**config.mk**
```make
export PLATFORM = sky130hd
export DESIGN_NAME = chip_global_config_registers
export DESIGN_NICKNAME = d
export VERILOG_FILES = /design/src/design/cfg_pkg.sv /design/src/design/chip_global_config_registers.sv
export VERILOG_INCLUDE_DIRS = /design/src /design/src/design
export SDC_FILE = /design/constraint.sdc
export NUM_CORES = 1
export LEC_CHECK = 0
export BUFFER_PORTS_ARGS = -buffer_cell sky130_fd_sc_hd__buf_2
export CAP_MARGIN = 20
export CORE_MARGIN = 2
export CORE_UTILIZATION = 31
export CTS_BUF_LIST = sky130_fd_sc_hd__clkbuf_4 sky130_fd_sc_hd__clkbuf_8
export DETAILED_ROUTE_END_ITERATION = 8
export RECOVER_POWER = 50
export SYNTH_ARGS = -nofsm -noshare
export SYNTH_HDL_FRONTEND = slang
export SYNTH_SLANG_ARGS = --single-unit
```
**constraint.sdc**
```tcl
create_clock -name clk -period 2.6 [get_ports clk]
set_input_delay 0.26 -clock clk [delete_from_list [all_inputs] [get_ports clk]]
set_output_delay 0.26 -clock clk [all_outputs]
set_load 0.01 [all_outputs]
```
**src/design/cfg_defines.svh**
```systemverilog
// Register indices, field positions, masks and reset values of the chip-level bank
`ifndef CFG_DEFINES_SVH
`define CFG_DEFINES_SVH
`define CFG_IDX_CTRL 8'h02
`define CFG_IDX_INDEX_ADDR 8'h03
`define CFG_IDX_LDN 8'h07
`define CFG_IDX_CHIP_ID 8'h20
`define CFG_IDX_CHIP_REV 8'h21
`define CFG_IDX_PWR_EN 8'h22
`define CFG_IDX_PWR_MGMT 8'h23
`define CFG_IDX_OSC 8'h24
`define CFG_IDX_RSVD_25 8'h25
`define CFG_IDX_ADDR_LO 8'h26
`define CFG_IDX_ADDR_HI 8'h27
`define CFG_IDX_RSVD_28 8'h28
`define CFG_IDX_ACTIVATE 8'h30
`define CFG_RST_ZERO 8'h00
`define CFG_RST_INDEX_ADDR 8'h03
`define CFG_RST_OSC 8'h04
`define CFG_RST_ADDR_LO_S0 8'hf0
`define CFG_RST_ADDR_LO_S1 8'h70
`define CFG_RST_ADDR_HI 8'h03
`define CFG_MASK_PWR 8'h39
`define CFG_MASK_OSC 8'h4e
`define CFG_MASK_ADDR_LO 8'hfe
`define CFG_BIT_SOFT_RST 0
`define CFG_BIT_PLL_OFF 1
`define CFG_OSC_HI 3
`define CFG_OSC_LO 2
`define CFG_OSC_STOP 2'h3
`define CFG_BIT_QUAL16 6
`define CFG_BIT_ACTIVATE 0
`define CFG_QUAL12_MASK 16'h0fff
`define CFG_QUAL16_MASK 16'hffff
`endif

```
**src/design/cfg_pkg.sv**
```systemverilog
// Types shared by the chip-level configuration bank
package cfg_pkg;
    typedef struct packed {
        logic wr;
        logic rd;
        logic [15:0] addr;
        logic [7:0] wdata;
    } host_io_t;

    typedef enum {
        PORT_NONE,
        PORT_INDEX,
        PORT_DATA
    } port_sel_t;
endpackage : cfg_pkg

```
**src/design/chip_global_config_registers.sv**
```systemverilog
// Chip-level configuration register bank behind the index and data ports
`timescale 1ns/1ps
`include "cfg_defines.svh"

// How it works
// RULE1: All eight index bits select a register; no partial decode aliasing.
// RULE2: Unimplemented registers and bits drop writes and read back as zero.
// RULE3: Index port write picks a register; data port access then reaches it.
// RULE4: Index and data accesses act only while configuration mode is on.
// RULE5: Reserved indices drop writes and read all zeros.
// RULE6: Writing one to bit 0 of 0x02 soft-resets; bit self-clears.
// RULE7: Soft reset loads only registers that own a soft-reset value.
// RULE8: Register 0x07 selects the logical device for the per-device range.
// RULE9: Activate acts only on the currently selected logical device.
// RULE10: Register 0x20 is a fixed read-only identification byte.
// RULE11: Register 0x21 is a fixed read-only silicon revision byte.
// RULE12: Register 0x22 holds function power enables in bits 0, 3, 4, 5.
// RULE13: Power enables clear on every reset kind, soft reset included.
// RULE14: Register 0x23 holds power-management bits, same layout, not soft reset.
// RULE15: Bit 1 of 0x24 turns the PLL off when one.
// RULE16: Bits 3:2 of 0x24 equal to 11 stop oscillator and baud clock.
// RULE17: Bit 6 of 0x24 picks 16-bit rather than 12-bit address qualification.
// RULE18: Register 0x24 resets to 0x04; bits 5:4 are kept zero.
// RULE19: Register 0x26 holds address bits 7:1, bit 0 zero, strap default.
// RULE20: Register 0x27 holds address bits 15:8, resets to 0x03.
// RULE21: Writing the high byte moves the ports at once.
// RULE22: Port address resets only on hard or main power-on reset.
// RULE23: Index port sits at the configured address, data port one above.
module chip_global_config_registers #(
    parameter logic [7:0] CHIP_ID = 8'h5a,  // Arbitrary value
    parameter logic [7:0] CHIP_REV = 8'h01, // Arbitrary value
    parameter int NUM_DEV = 9,
    parameter int LDN_W = 4
) (
    // Clock, enable and resets
    input wire logic clk,
    input wire logic ce,
    input wire logic sys_rst,
    input wire logic standby_por,
    input wire logic hard_rst,
    // Mode and strap
    input wire logic cfg_mode,
    input wire logic strap_sel,
    // Host I/O cycle
    input wire cfg_pkg::host_io_t host,
    output logic [7:0] rd_data_q,
    output logic rd_valid_q,
    // Configuration outputs
    output logic [7:0] ldn_q,
    output logic [NUM_DEV-1:0] device_active_q,
    output logic [7:0] power_enable_q,
    output logic [7:0] power_mgmt_q,
    output logic [7:0] osc_ctl_q,
    output logic pll_off_q,
    output logic osc_stop_q,
    output logic [15:0] cfg_base_q,
    output logic soft_reset_q
);

    logic strap_s1_q;
    logic strap_s2_q;
    logic [7:0] index_q;
    logic [7:0] index_addr_q;
    logic [7:0] addr_lo_q;
    logic [7:0] addr_hi_q;
    logic [7:0] rd_mux;
    logic [7:0] addr_lo_dflt;
    logic [NUM_DEV-1:0] sel_mask;
    cfg_pkg::port_sel_t sel;
    logic full_rst;
    logic any_por;
    logic idx_wr;
    logic idx_rd;
    logic dat_wr;
    logic dat_rd;
    logic soft_now;
    logic rsvd_idx;
    localparam logic [7:0] OSC_RST = `CFG_RST_OSC;

    function automatic cfg_pkg::port_sel_t port_decode(input logic [15:0] a,
                                                       input logic [15:0] base,
                                                       input logic q16);
        logic [15:0] m;
        m = q16 ? `CFG_QUAL16_MASK : `CFG_QUAL12_MASK;
        if ((a & m) == (base & m)) begin
            port_decode = cfg_pkg::PORT_INDEX;
        end else if ((a & m) == ({base[15:1], 1'b1} & m)) begin
            port_decode = cfg_pkg::PORT_DATA;
        end else begin
            port_decode = cfg_pkg::PORT_NONE;
        end
    endfunction : port_decode

    function automatic logic [7:0] keep_bits(input logic [7:0] d, input logic [7:0] m);
        keep_bits = d & m;
    endfunction : keep_bits

    // Reset groups
    assign full_rst = sys_rst || hard_rst;
    assign any_por = full_rst || standby_por;

    // Port decode and access strobes
    assign sel = port_decode(host.addr, cfg_base_q, osc_ctl_q[`CFG_BIT_QUAL16]); // RULE17 RULE23
    assign idx_wr = ce && cfg_mode && host.wr && (sel == cfg_pkg::PORT_INDEX); // RULE4
    assign idx_rd = ce && cfg_mode && host.rd && (sel == cfg_pkg::PORT_INDEX); // RULE4
    assign dat_wr = ce && cfg_mode && host.wr && (sel == cfg_pkg::PORT_DATA); // RULE4 RULE3
    assign dat_rd = ce && cfg_mode && host.rd && (sel == cfg_pkg::PORT_DATA); // RULE4 RULE3
    assign soft_now = dat_wr && (index_q == `CFG_IDX_CTRL)
                      && host.wdata[`CFG_BIT_SOFT_RST]; // RULE6
    assign sel_mask = (ldn_q < 8'(NUM_DEV))
                      ? ({{(NUM_DEV-1){1'b0}}, 1'b1} << ldn_q[LDN_W-1:0]) : '0; // RULE9
    assign addr_lo_dflt = strap_s2_q ? `CFG_RST_ADDR_LO_S1 : `CFG_RST_ADDR_LO_S0; // RULE19
    assign rsvd_idx = (index_q < `CFG_IDX_INDEX_ADDR)
                      || ((index_q > `CFG_IDX_INDEX_ADDR) && (index_q < `CFG_IDX_LDN))
                      || ((index_q > `CFG_IDX_LDN) && (index_q < `CFG_IDX_CHIP_ID))
                      || (index_q == `CFG_IDX_RSVD_25)
                      || ((index_q >= `CFG_IDX_RSVD_28) && (index_q < `CFG_IDX_ACTIVATE));

    // Strap synchroniser
    always_ff @(posedge clk) begin
        strap_s1_q <= strap_sel;
        strap_s2_q <= strap_s1_q;
    end

    // Index pointer
    always_ff @(posedge clk) begin
        if (any_por) begin
            index_q <= `CFG_RST_ZERO;
        end else if (idx_wr) begin
            index_q <= host.wdata; // RULE1 RULE3
        end
    end

    // Soft reset pulse to the logical devices
    always_ff @(posedge clk) begin
        if (any_por) begin
            soft_reset_q <= 1'b0;
        end else if (ce) begin
            soft_reset_q <= soft_now; // RULE6
        end
    end

    // Index address register
    always_ff @(posedge clk) begin
        if (any_por) begin
            index_addr_q <= `CFG_RST_INDEX_ADDR;
        end else if (dat_wr && index_q == `CFG_IDX_INDEX_ADDR) begin
            index_addr_q <= host.wdata;
        end
    end

    // Logical device select
    always_ff @(posedge clk) begin
        if (any_por) begin
            ldn_q <= `CFG_RST_ZERO;
        end else if (dat_wr && index_q == `CFG_IDX_LDN) begin
            ldn_q <= host.wdata; // RULE8
        end
    end

    // Activate bits of the logical devices
    always_ff @(posedge clk) begin
        if (any_por || soft_now) begin
            device_active_q <= '0; // RULE7
        end else if (dat_wr && index_q == `CFG_IDX_ACTIVATE) begin
            device_active_q <= (device_active_q & ~sel_mask)
                               | (host.wdata[`CFG_BIT_ACTIVATE] ? sel_mask : '0); // RULE9
        end
    end

    // Function power enables
    always_ff @(posedge clk) begin
        if (any_por || soft_now) begin
            power_enable_q <= `CFG_RST_ZERO; // RULE13 RULE7
        end else if (dat_wr && index_q == `CFG_IDX_PWR_EN) begin
            power_enable_q <= keep_bits(host.wdata, `CFG_MASK_PWR); // RULE12 RULE2
        end
    end

    // Function power management
    always_ff @(posedge clk) begin
        if (any_por) begin
            power_mgmt_q <= `CFG_RST_ZERO; // RULE14
        end else if (dat_wr && index_q == `CFG_IDX_PWR_MGMT) begin
            power_mgmt_q <= keep_bits(host.wdata, `CFG_MASK_PWR); // RULE14 RULE2
        end
    end

    // Oscillator, PLL and address qualification
    always_ff @(posedge clk) begin
        if (any_por) begin
            osc_ctl_q <= `CFG_RST_OSC; // RULE18
        end else if (dat_wr && index_q == `CFG_IDX_OSC) begin
            osc_ctl_q <= keep_bits(host.wdata, `CFG_MASK_OSC); // RULE18 RULE2
        end
    end

    // Decoded clock controls
    always_ff @(posedge clk) begin
        if (any_por) begin
            pll_off_q <= OSC_RST[`CFG_BIT_PLL_OFF];
            osc_stop_q <= (OSC_RST[`CFG_OSC_HI:`CFG_OSC_LO] == `CFG_OSC_STOP);
        end else if (ce) begin
            pll_off_q <= osc_ctl_q[`CFG_BIT_PLL_OFF]; // RULE15
            osc_stop_q <= (osc_ctl_q[`CFG_OSC_HI:`CFG_OSC_LO] == `CFG_OSC_STOP); // RULE16
        end
    end

    // Configuration address bytes
    always_ff @(posedge clk) begin
        if (full_rst) begin
            addr_lo_q <= addr_lo_dflt; // RULE19 RULE22
        end else if (dat_wr && index_q == `CFG_IDX_ADDR_LO) begin
            addr_lo_q <= keep_bits(host.wdata, `CFG_MASK_ADDR_LO); // RULE19
        end
    end

    always_ff @(posedge clk) begin
        if (full_rst) begin
            addr_hi_q <= `CFG_RST_ADDR_HI; // RULE20 RULE22
        end else if (dat_wr && index_q == `CFG_IDX_ADDR_HI) begin
            addr_hi_q <= host.wdata; // RULE20
        end
    end

    // Live port base, moved by the high byte write
    always_ff @(posedge clk) begin
        if (full_rst) begin
            cfg_base_q <= {`CFG_RST_ADDR_HI, addr_lo_dflt}; // RULE22
        end else if (dat_wr && index_q == `CFG_IDX_ADDR_HI) begin
            cfg_base_q <= {host.wdata, addr_lo_q}; // RULE21
        end
    end

    // Read data select
    always_comb begin
        case (index_q)
            `CFG_IDX_INDEX_ADDR: rd_mux = index_addr_q;
            `CFG_IDX_LDN: rd_mux = ldn_q;
            `CFG_IDX_CHIP_ID: rd_mux = CHIP_ID; // RULE10
            `CFG_IDX_CHIP_REV: rd_mux = CHIP_REV; // RULE11
            `CFG_IDX_PWR_EN: rd_mux = power_enable_q;
            `CFG_IDX_PWR_MGMT: rd_mux = power_mgmt_q;
            `CFG_IDX_OSC: rd_mux = osc_ctl_q;
            `CFG_IDX_ADDR_LO: rd_mux = addr_lo_q;
            `CFG_IDX_ADDR_HI: rd_mux = addr_hi_q;
            `CFG_IDX_ACTIVATE: rd_mux = {7'h00, |(device_active_q & sel_mask)};
            default: rd_mux = `CFG_RST_ZERO; // RULE5 RULE2
        endcase
    end

    // Read answer
    always_ff @(posedge clk) begin
        if (any_por) begin
            rd_data_q <= `CFG_RST_ZERO;
        end else if (idx_rd) begin
            rd_data_q <= index_q;
        end else if (dat_rd) begin
            rd_data_q <= rd_mux; // RULE3
        end
    end

    always_ff @(posedge clk) begin
        if (any_por) begin
            rd_valid_q <= 1'b0;
        end else if (ce) begin
            rd_valid_q <= idx_rd || dat_rd;
        end
    end

    // Checks
    idx_capture_a: assert property (@(posedge clk) disable iff (sys_rst) // RULE1
        idx_wr && !hard_rst && !standby_por |=> index_q == $past(host.wdata))
        else $error("index port write not captured in full");

    rsvd_read_a: assert property (@(posedge clk) disable iff (sys_rst) // RULE5
        dat_rd && rsvd_idx && !hard_rst && !standby_por |=> rd_valid_q && rd_data_q == 8'h00)
        else $error("reserved register read not zero");

    rsvd_bits_a: assert property (@(posedge clk) disable iff (sys_rst) // RULE2
        dat_wr && index_q == `CFG_IDX_RSVD_25 |=> $stable(power_enable_q)
        && $stable(power_mgmt_q) && $stable(osc_ctl_q) && $stable(ldn_q))
        else $error("reserved register write changed state");

    data_route_a: assert property (@(posedge clk) disable iff (sys_rst) // RULE3
        idx_wr && !hard_rst && !standby_por ##[1:2] dat_rd && !hard_rst && !standby_por
        && index_q == `CFG_IDX_LDN |=> rd_valid_q && rd_data_q == ldn_q)
        else $error("data port read did not reach selected register");

    ldn_write_a: assert property (@(posedge clk) disable iff (sys_rst) // RULE8
        dat_wr && index_q == `CFG_IDX_LDN && !hard_rst && !standby_por
        |=> ldn_q == $past(host.wdata))
        else $error("logical device select not written");

    mode_gate_a: assert property (@(posedge clk) // RULE4
        disable iff (sys_rst || hard_rst || standby_por)
        !cfg_mode |=> $stable(index_q) && $stable(ldn_q) && $stable(power_mgmt_q)
        && !rd_valid_q)
        else $error("access outside configuration mode took effect");

    soft_pulse_a: assert property (@(posedge clk) disable iff (sys_rst || hard_rst) // RULE6
        soft_now && !standby_por |=> soft_reset_q && index_q == $past(index_q))
        else $error("soft reset pulse missing");

    soft_scope_a: assert property (@(posedge clk) disable iff (sys_rst || hard_rst) // RULE7
        soft_now && !standby_por |=> power_enable_q == 8'h00 && device_active_q == '0
        && osc_ctl_q == $past(osc_ctl_q) && power_mgmt_q == $past(power_mgmt_q)
        && cfg_base_q == $past(cfg_base_q) && ldn_q == $past(ldn_q))
        else $error("soft reset scope wrong");

    activate_sel_a: assert property (@(posedge clk) disable iff (sys_rst) // RULE9
        dat_wr && index_q == `CFG_IDX_ACTIVATE && !hard_rst && !standby_por
        |=> ((device_active_q ^ $past(device_active_q)) & ~$past(sel_mask)) == '0)
        else $error("activate touched an unselected device");

    chip_id_a: assert property (@(posedge clk) disable iff (sys_rst) // RULE10
        dat_rd && index_q == `CFG_IDX_CHIP_ID && !hard_rst && !standby_por
        |=> rd_data_q == CHIP_ID)
        else $error("identification read wrong");

    chip_rev_a: assert property (@(posedge clk) disable iff (sys_rst) // RULE11
        dat_rd && index_q == `CFG_IDX_CHIP_REV && !hard_rst && !standby_por
        |=> rd_data_q == CHIP_REV)
        else $error("revision read wrong");

    power_bits_a: assert property (@(posedge clk) disable iff (sys_rst) // RULE12
        (power_enable_q & ~`CFG_MASK_PWR) == 8'h00)
        else $error("reserved power enable bit set");

    power_reset_a: assert property (@(posedge clk) // RULE13
        hard_rst || standby_por || sys_rst |=> power_enable_q == 8'h00)
        else $error("power enables not cleared by reset");

    mgmt_bits_a: assert property (@(posedge clk) disable iff (sys_rst) // RULE14
        power_mgmt_q[7:6] == 2'h0)
        else $error("power management high bits set");

    pll_follow_a: assert property (@(posedge clk) disable iff (sys_rst || hard_rst || standby_por) // RULE15
        ce && dat_wr && index_q == `CFG_IDX_OSC ##1 ce
        |=> pll_off_q == $past(host.wdata[`CFG_BIT_PLL_OFF], 2))
        else $error("PLL control not followed");

    osc_stop_a: assert property (@(posedge clk) disable iff (sys_rst || hard_rst || standby_por) // RULE16
        ce |=> osc_stop_q == ($past(osc_ctl_q[`CFG_OSC_HI:`CFG_OSC_LO]) == `CFG_OSC_STOP))
        else $error("oscillator stop decode wrong");

    qual12_a: assert property (@(posedge clk) disable iff (sys_rst || hard_rst || standby_por) // RULE17
        ce && cfg_mode && host.wr && !osc_ctl_q[`CFG_BIT_QUAL16]
        && host.addr[11:0] == cfg_base_q[11:0] |=> index_q == $past(host.wdata))
        else $error("12-bit qualified index write missed");

    osc_reset_a: assert property (@(posedge clk) // RULE18
        hard_rst || standby_por || sys_rst |=> osc_ctl_q == 8'h04 ##1 osc_ctl_q[5:4] == 2'h0)
        else $error("oscillator control reset wrong");

    addr_lo_bit0_a: assert property (@(posedge clk) disable iff (sys_rst) // RULE19
        addr_lo_q[0] == 1'b0 && cfg_base_q[0] == 1'b0)
        else $error("configuration address bit 0 set");

    addr_hi_rst_a: assert property (@(posedge clk) // RULE20
        hard_rst |=> addr_hi_q == 8'h03 && cfg_base_q[15:8] == 8'h03)
        else $error("configuration high byte reset wrong");

    base_move_a: assert property (@(posedge clk) disable iff (sys_rst || hard_rst) // RULE21
        dat_wr && index_q == `CFG_IDX_ADDR_HI |=> cfg_base_q == {$past(host.wdata),
        $past(addr_lo_q)})
        else $error("high byte write did not move ports");

    base_hold_a: assert property (@(posedge clk) disable iff (sys_rst || hard_rst) // RULE21
        dat_wr && index_q == `CFG_IDX_ADDR_LO |=> $stable(cfg_base_q))
        else $error("low byte write moved ports");

    base_keep_a: assert property (@(posedge clk) disable iff (sys_rst || hard_rst) // RULE22
        standby_por || soft_now |=> $stable(cfg_base_q) && $stable(addr_hi_q))
        else $error("port address lost on standby or soft reset");

    data_port_a: assert property (@(posedge clk) disable iff (sys_rst || hard_rst || standby_por) // RULE23
        ce && cfg_mode && host.rd && host.addr == {cfg_base_q[15:1], 1'b1}
        && index_q == `CFG_IDX_OSC |=> rd_valid_q && rd_data_q == osc_ctl_q)
        else $error("data port not at base plus one");

endmodule : chip_global_config_registers

```
# Yosys cells after proc, flatten, opt, wreduce, memory -nomap -nowiden
# Index checks and enable logic that the tools add are counted.
[totals] regBits=83 out_inout_bits=69 elab_cells=80
[op_classes] n_lt_le_gt_ge=1 n_eq_ne=16 shift=1 muxes=13 n_bitwise=7 reduce_logical=25
[op_table] operator="8-bit case mux with 10 select lines" n=1
[op_table] operator="8-bit by 6-bit equality test with 1-bit output (second input constant)" n=8
[op_table] operator="8-bit 2-to-1 mux" n=7
[op_table] operator="16-bit AND" n=3
[op_table] operator="16-bit equality test" n=2
[op_table] operator="32-bit by 2-bit equality test with 1-bit output (second input constant)" n=1
[op_table] operator="32-bit by 3-bit equality test with 1-bit output (second input constant)" n=1
[op_table] operator="32-bit 2-to-1 mux" n=1
[op_table] operator="9-bit AND" n=2
[op_table] operator="9-bit 2-to-1 mux" n=2
[op_table] operator="1-bit logical AND" n=17
[op_table] operator="8-bit by 2-bit equality test with 1-bit output (second input constant)" n=2
[op_table] operator="16-bit 2-to-1 mux" n=1
[op_table] operator="9-bit NOT" n=1
[op_table] operator="9-bit OR" n=1
[op_table] operator="9-bit OR reduction" n=1
[op_table] operator="1-bit by 4-bit << shifter with 9-bit output (first input constant)" n=1
[op_table] operator="8-bit by 3-bit equality test with 1-bit output (second input constant)" n=1
[op_table] operator="8-bit by 4-bit < comparator with 1-bit output (second input constant)" n=1
[op_table] operator="2-bit nonzero test" n=3
[op_table] operator="1-bit logical OR" n=4
[op_table] operator="2-bit equality test (second input constant)" n=1
[op_table] operator="2-bit 2-to-1 mux" n=1

# Longest topological paths before layout
[logic_depth] depth_word=10 depth_mapped=8 mapped_depth_nobuf=6

# Worst setup path after synthesis
# No wires, ideal clock.
[synth_timing] kind="register -> register" startpoint="reg cfg_base_q[3]" endpoint="reg addr_lo_q[1] (enable)" setup_ps=383 arrival_time_ps=2262 required_time_ps=2217 setup_slack_ps=-45 path_stages_with_launch=8 n_path_buf=2 cell_sequence="edfxtp_1 > xor2_1 > nor4_1 > and3_1 > buf_2 > nand3_1 > clkbuf_1 > o31ai_1"
[synth_via] elab_chain_cells=8
[synth_rtl] element="start: declaration" line_no="chip_global_config_registers.sv:56" rtl="output logic [15:0] cfg_base_q,"
[synth_rtl] element="start signal: assignment" line_no="chip_global_config_registers.sv:229" rtl="cfg_base_q <= {`CFG_RST_ADDR_HI, addr_lo_dflt};"
[synth_rtl] element="start signal: assignment" line_no="chip_global_config_registers.sv:231" rtl="cfg_base_q <= {host.wdata, addr_lo_q};"
[synth_rtl] element="16-bit AND" line_no="chip_global_config_registers.sv:87" rtl="end else if ((a & m) == ({base[15:1], 1'b1} & m)) begin"
[synth_rtl] element="16-bit equality test" line_no="chip_global_config_registers.sv:87"
[synth_rtl] element="2-bit 2-to-1 mux" line_no="chip_global_config_registers.sv:87"
[synth_rtl] element="32-bit 2-to-1 mux *" line_no="chip_global_config_registers.sv:85" rtl="if ((a & m) == (base & m)) begin"
[synth_rtl] element="32-bit by 3-bit equality test with 1-bit output *" line_no="chip_global_config_registers.sv:106" rtl="assign dat_wr = ce && cfg_mode && host.wr && (sel == cfg_pkg::PORT_DATA);"
[synth_rtl] element="1-bit logical AND *" line_no="chip_global_config_registers.sv:106"
[synth_rtl] element="1-bit logical AND (no line) *"
[synth_rtl] element="2-bit nonzero test (no line) *"
[synth_rtl] element="end signal: assignment" line_no="chip_global_config_registers.sv:212" rtl="addr_lo_q <= addr_lo_dflt;"
[synth_rtl] element="end signal: assignment" line_no="chip_global_config_registers.sv:214" rtl="addr_lo_q <= keep_bits(host.wdata, `CFG_MASK_ADDR_LO);"
[synth_rtl] element="end: declaration" line_no="chip_global_config_registers.sv:64" rtl="logic [7:0] addr_lo_q;"
# Every way passes the cells marked *; elsewhere a longest branch is shown, timed or not.
# A chain may end at the register's enable or synchronous reset.

# Worst setup path in the final report
[layout_timing] startpoint="reg index_q[3]" endpoint="reg ldn_q[4]"
[layout_via] elab_chain_cells=2
[layout_rtl] element="start: declaration" line_no="chip_global_config_registers.sv:62" rtl="logic [7:0] index_q;"
[layout_rtl] element="start signal: assignment" line_no="chip_global_config_registers.sv:128" rtl="index_q <= `CFG_RST_ZERO;"
[layout_rtl] element="start signal: assignment" line_no="chip_global_config_registers.sv:130" rtl="index_q <= host.wdata;"
[layout_rtl] element="8-bit by 3-bit equality test with 1-bit output"
[layout_rtl] element="1-bit logical AND (no line)"
[layout_rtl] element="end signal: assignment" line_no="chip_global_config_registers.sv:155" rtl="ldn_q <= `CFG_RST_ZERO;"
[layout_rtl] element="end signal: assignment" line_no="chip_global_config_registers.sv:157" rtl="ldn_q <= host.wdata;"
[layout_rtl] element="end: declaration" line_no="chip_global_config_registers.sv:49" rtl="output logic [7:0] ldn_q,"
# Every way passes these cells.

==> Implementation_results.wiki <==
{| class="wikitable"
! Metric !! Value
|-
| Vias after detailed routing || 3755
|-
| Number of design-rule violations left by the first detailed-router iteration || approximately 320
|-
| Family with the most delay on the worst path || simple AND/OR/NAND/NOR gates
|-
| Antenna violations before repair || 0
|-
| Count of mapped cells out of synthesis || 442
|-
| Clock sink count || around 80
|-
| Hold Fails Final Rpt || 0
|-
| Critical Path Start || index_q[3]
|-
| Ranking of synthesized cells by instance count || 67 x dfxtp_1, 57 x nor2_1, 49 x mux2i_1, 25 x nand2_1, 24 x o21ai_0
|-
| Worst Path Max Fanout || 8
|-
| Share of the synthesized area in the top cell type || about a third
|-
| Critical path's slowest cell || or4_1
|-
| CTS Root Buffer Type || clkbuf_8
|-
| 1st-pass router iterations || 6
|-
| Cell Area, Placed || around 4800 µm²
|-
| Total Negative Setup Slacks || 0 ns
|-
| Critical R2R Launch || index_q[3]
|-
| Number of distinct standard cells referenced by the synthesized netlist || 55
|-
| HPWL after detailed placement || slightly below 10000 µm
|-
| Largest net degree at the start of global routing || 30
|-
| Overall Global Routing Usage || a little under a fifth
|-
| Startpoint-to-endpoint class of the critical path || flip-flop to flip-flop
|-
| Top Ports || between 100 and 150
|-
| Required time reported for the critical path endpoint || 2.79 ns
|-
| CTS tree || built
|-
| Sum of overflow across all layers after global routing || 0
|-
| Layout overhead on the synthesized area || 20.9%
|-
| Share of the yosys chip area belonging to registers || 43.8%
|-
| Most numerous cell in the Yosys netlist || dfxtp_1
|-
| Top Usage Layer GRT || met2
|-
| Met2 Resource Use GR || between 20% and 30%
|-
| Arrival @ worst endpoint || roughly 2.7 ns
|-
| GR Util met1 || a little over a quarter
|-
| Final RePlAce weighted congestion || ~1
|-
| Number of warnings printed during yosys synthesis || 0
|-
| H-tree depth reported by CTS || 3
|-
| Total of endpoints with negative setup slack in the final report || 0
|-
| Number of nets in the layout || 580
|-
| Relative max-transition margin || under 10%
|-
| Result of the run || completed
|-
| Met3 Usage GRT || around 5.0%
|-
| First-pass GRT wire length || 20400 µm
|-
| Total of buffers placed on input and output ports || 88
|-
| Initial core utilization || around a third
|-
| Crit path launch type || flip-flop
|-
| Post-cts gate resize count || 0
|-
| Die height || ~120 µm
|-
| Measured slew at the worst slew-check pin || approximately 1.4 ns
|-
| Clock latency of the later-clocked register in the worst-skew pair || 0.36 ns
|-
| Clk pin slew, worst setup/hold paths || 0.09 ns
|-
| Total of flip-flops plus latches after synthesis || just over 80
|-
| Area of the core region || 12600 µm²
|-
| Clock Path Buffers || 2
|-
| Cell accounting for the most synthesized area || dfxtp_1
|-
| Total number of placement rows || between 40 and 50
|-
| Leakage power figure || roughly 0.0018 µW
|-
| Chip width || ~120 µm
|-
| Primary FF master, synth || dfxtp_1
|-
| Number of buffer and inverter instances along the worst setup path || 1
|-
| Number of buffers created by CTS || 9
|-
| Count of flip-flops with a built-in enable after synthesis || 14
|-
| Clock skew after layout || between 0.01 and 0.015 ns
|-
| Element type at the critical path end || flip-flop
|-
| Count of unresolved DRC violations after routing || 0
|-
| Max stage delay on crit path || about 0.6 ns
|-
| Min Tclk post-route || 2.46 ns
|-
| Library cell appearing most often on the critical path || or4_1
|-
| Proportion of synthesized flip-flops having asynchronous set or reset || 0%
|-
| Worst VDD drop || approximately 0.21 mV
|-
| Pwr Density || between 400 and 500 nW/µm²
|-
| Cells taking the most area after synthesis || dfxtp_1 33%, mux2i_1 12%, edfxtp_1 10%, nor2_1 5.3%, xor2_1 3.3%
|-
| Via count of the first global-routing pass || approximately 3600
|-
| Count of fill cells added during filler insertion || about 1400
|-
| Share of layout cells above drive strength 1 || 16.1%
|-
| Mean instance size in the synthesized netlist || approximately 9.1 µm²
|-
| Min-Delay Path Class || input port to flip-flop
|-
| Average wire length per cell after detail routing || 18.0 µm
|-
| Crit-path cells || or3_1, or4_1, or4_1, buf_4, mux2i_1, nor2_1
|-
| Antenna diode count || 0
|-
| Routed Wire Length || around 13000 µm
|-
| Achievable clock frequency || approximately 410 MHz
|-
| Unrepaired setup endpoints after global routing || no
|-
| Post-Layout Inst Area || a little under 5000 µm²
|-
| Max-cap check violation count || 0
|-
| Netlist Area Pre-Place || between 4000 and 5000 µm²
|-
| Start point of the worst min-delay path || host[0]
|-
| Post-route fraction of the period consumed by the critical path || a little over nine tenths
|-
| Max-slew violation count || 0
|-
| Drt via density || about 5.2
|-
| Post-route ant nets || 0
|-
| Die Area || approximately 14000 µm²
|}
## layout make-up
| class | count | area [µm²] | area share, % |
|---|---|---|---|
| timing repair buffer | 122 | 612 | 12.6 |
| clock inverter | 4 | 21.3 | 0.437 |
| inverter | 6 | 25.0 | 0.515 |
| tap | 172 | 215 | 4.43 |
| sequential | 81 | 1760 | 36.2 |
| multi-input combinational | 327 | 2080 | 42.8 |
| clock buffer | 12 | 146 | 3.01 |
## cell families (layout without fill, tap and decap cells)
group / after synthesis / in the layout / share of synthesized area, %
AO/OA/AOI/OAI: 86 / 86 / 14.0
XOR/XNOR: 15 / 15 / 3.27
buffers and inverters: 46 / 144 / 5.66
flip-flops: 81 / 81 / 43.8
multiplexers: 51 / 51 / 12.8
other: 1 / 13 / 0.0933
AND/OR/NAND/NOR: 162 / 162 / 20.4
## per-stage QoR
step	setup slack (ns)	power (µW)	std cells	util, %	hold WS, ns
floorplan	0.143	1410	454	-	0.288
global placement	0.217	1470	706	37.7	0.312
detailed placement	0.157	1470	706	37.7	0.316
CTS	0.143	2300	723	39.2	0.214
global route	0.0181	2350	724	38.5	0.242
finish	0.140	2280	724	38.5	0.221
## where the power goes
part           switching, µW  leakage (µW)  internal (µW)
logic                   95.3       0.00105           44.4
clock network            464     0.0000947            376
registers               10.5      0.000679           1290
total                    569       0.00182           1710
## layout by cell type, fill, tap and decap left out, drive strengths merged, types with 3 or more instances in the layout
| master | netlist | layout |
|---|---|---|
| or4 | 6 | 6 |
| edfxtp | 14 | 14 |
| conb | 1 | 13 |
| a21oi | 17 | 17 |
| or3 | 11 | 11 |
| a31oi | 12 | 12 |
| nand4 | 7 | 7 |
| nand3 | 15 | 15 |
| o21ai | 24 | 24 |
| and2 | 6 | 6 |
| clkbuf | 21 | 73 |
| o31ai | 7 | 7 |
| dfxtp | 67 | 67 |
| o22ai | 6 | 6 |
| mux2i | 49 | 49 |
| nor3b | 3 | 3 |
| nand2 | 25 | 25 |
| nor2 | 57 | 57 |
| nor3 | 14 | 14 |
| buf | 19 | 60 |
| nor4 | 6 | 6 |
| xor2 | 15 | 15 |
| inv | 5 | 6 |
| clkinv | 1 | 4 |
## layer usage
metal | up-vias | share of wire, %
met5 | - | 0
met4 | 0 | 0.96
met3 | 13 | 7.0
met2 | 135 | 44
met1 | 1816 | 48
li1 | 1791 | -
## worst register-to-register path: stages, from the launching register on
cell and delay, ns:
dfxtp_1 0.35, or3_1 0.42, or4_1 0.60, or4_1 0.50, buf_4 0.20, mux2i_1 0.16, nor2_1 0.06
## path summary, 6_finish.rpt
check	to	cells after the start	slack (ns)
setup / recovery	ldn_q[4]	6	0.14
hold / removal	flip-flop	3	0.22
setup reg to reg	ldn_q[4]	6	0.14
hold reg to reg	strap_s2_q	0	0.34
## timing repair
action | CTS | global route
setup buffers | 0 | 1
setup endpoints to repair | 0 | 1
hold buffers | 1 | 0
hold endpoints to repair | 1 | 0
Note: power is estimated with default switching activity, not from simulation.
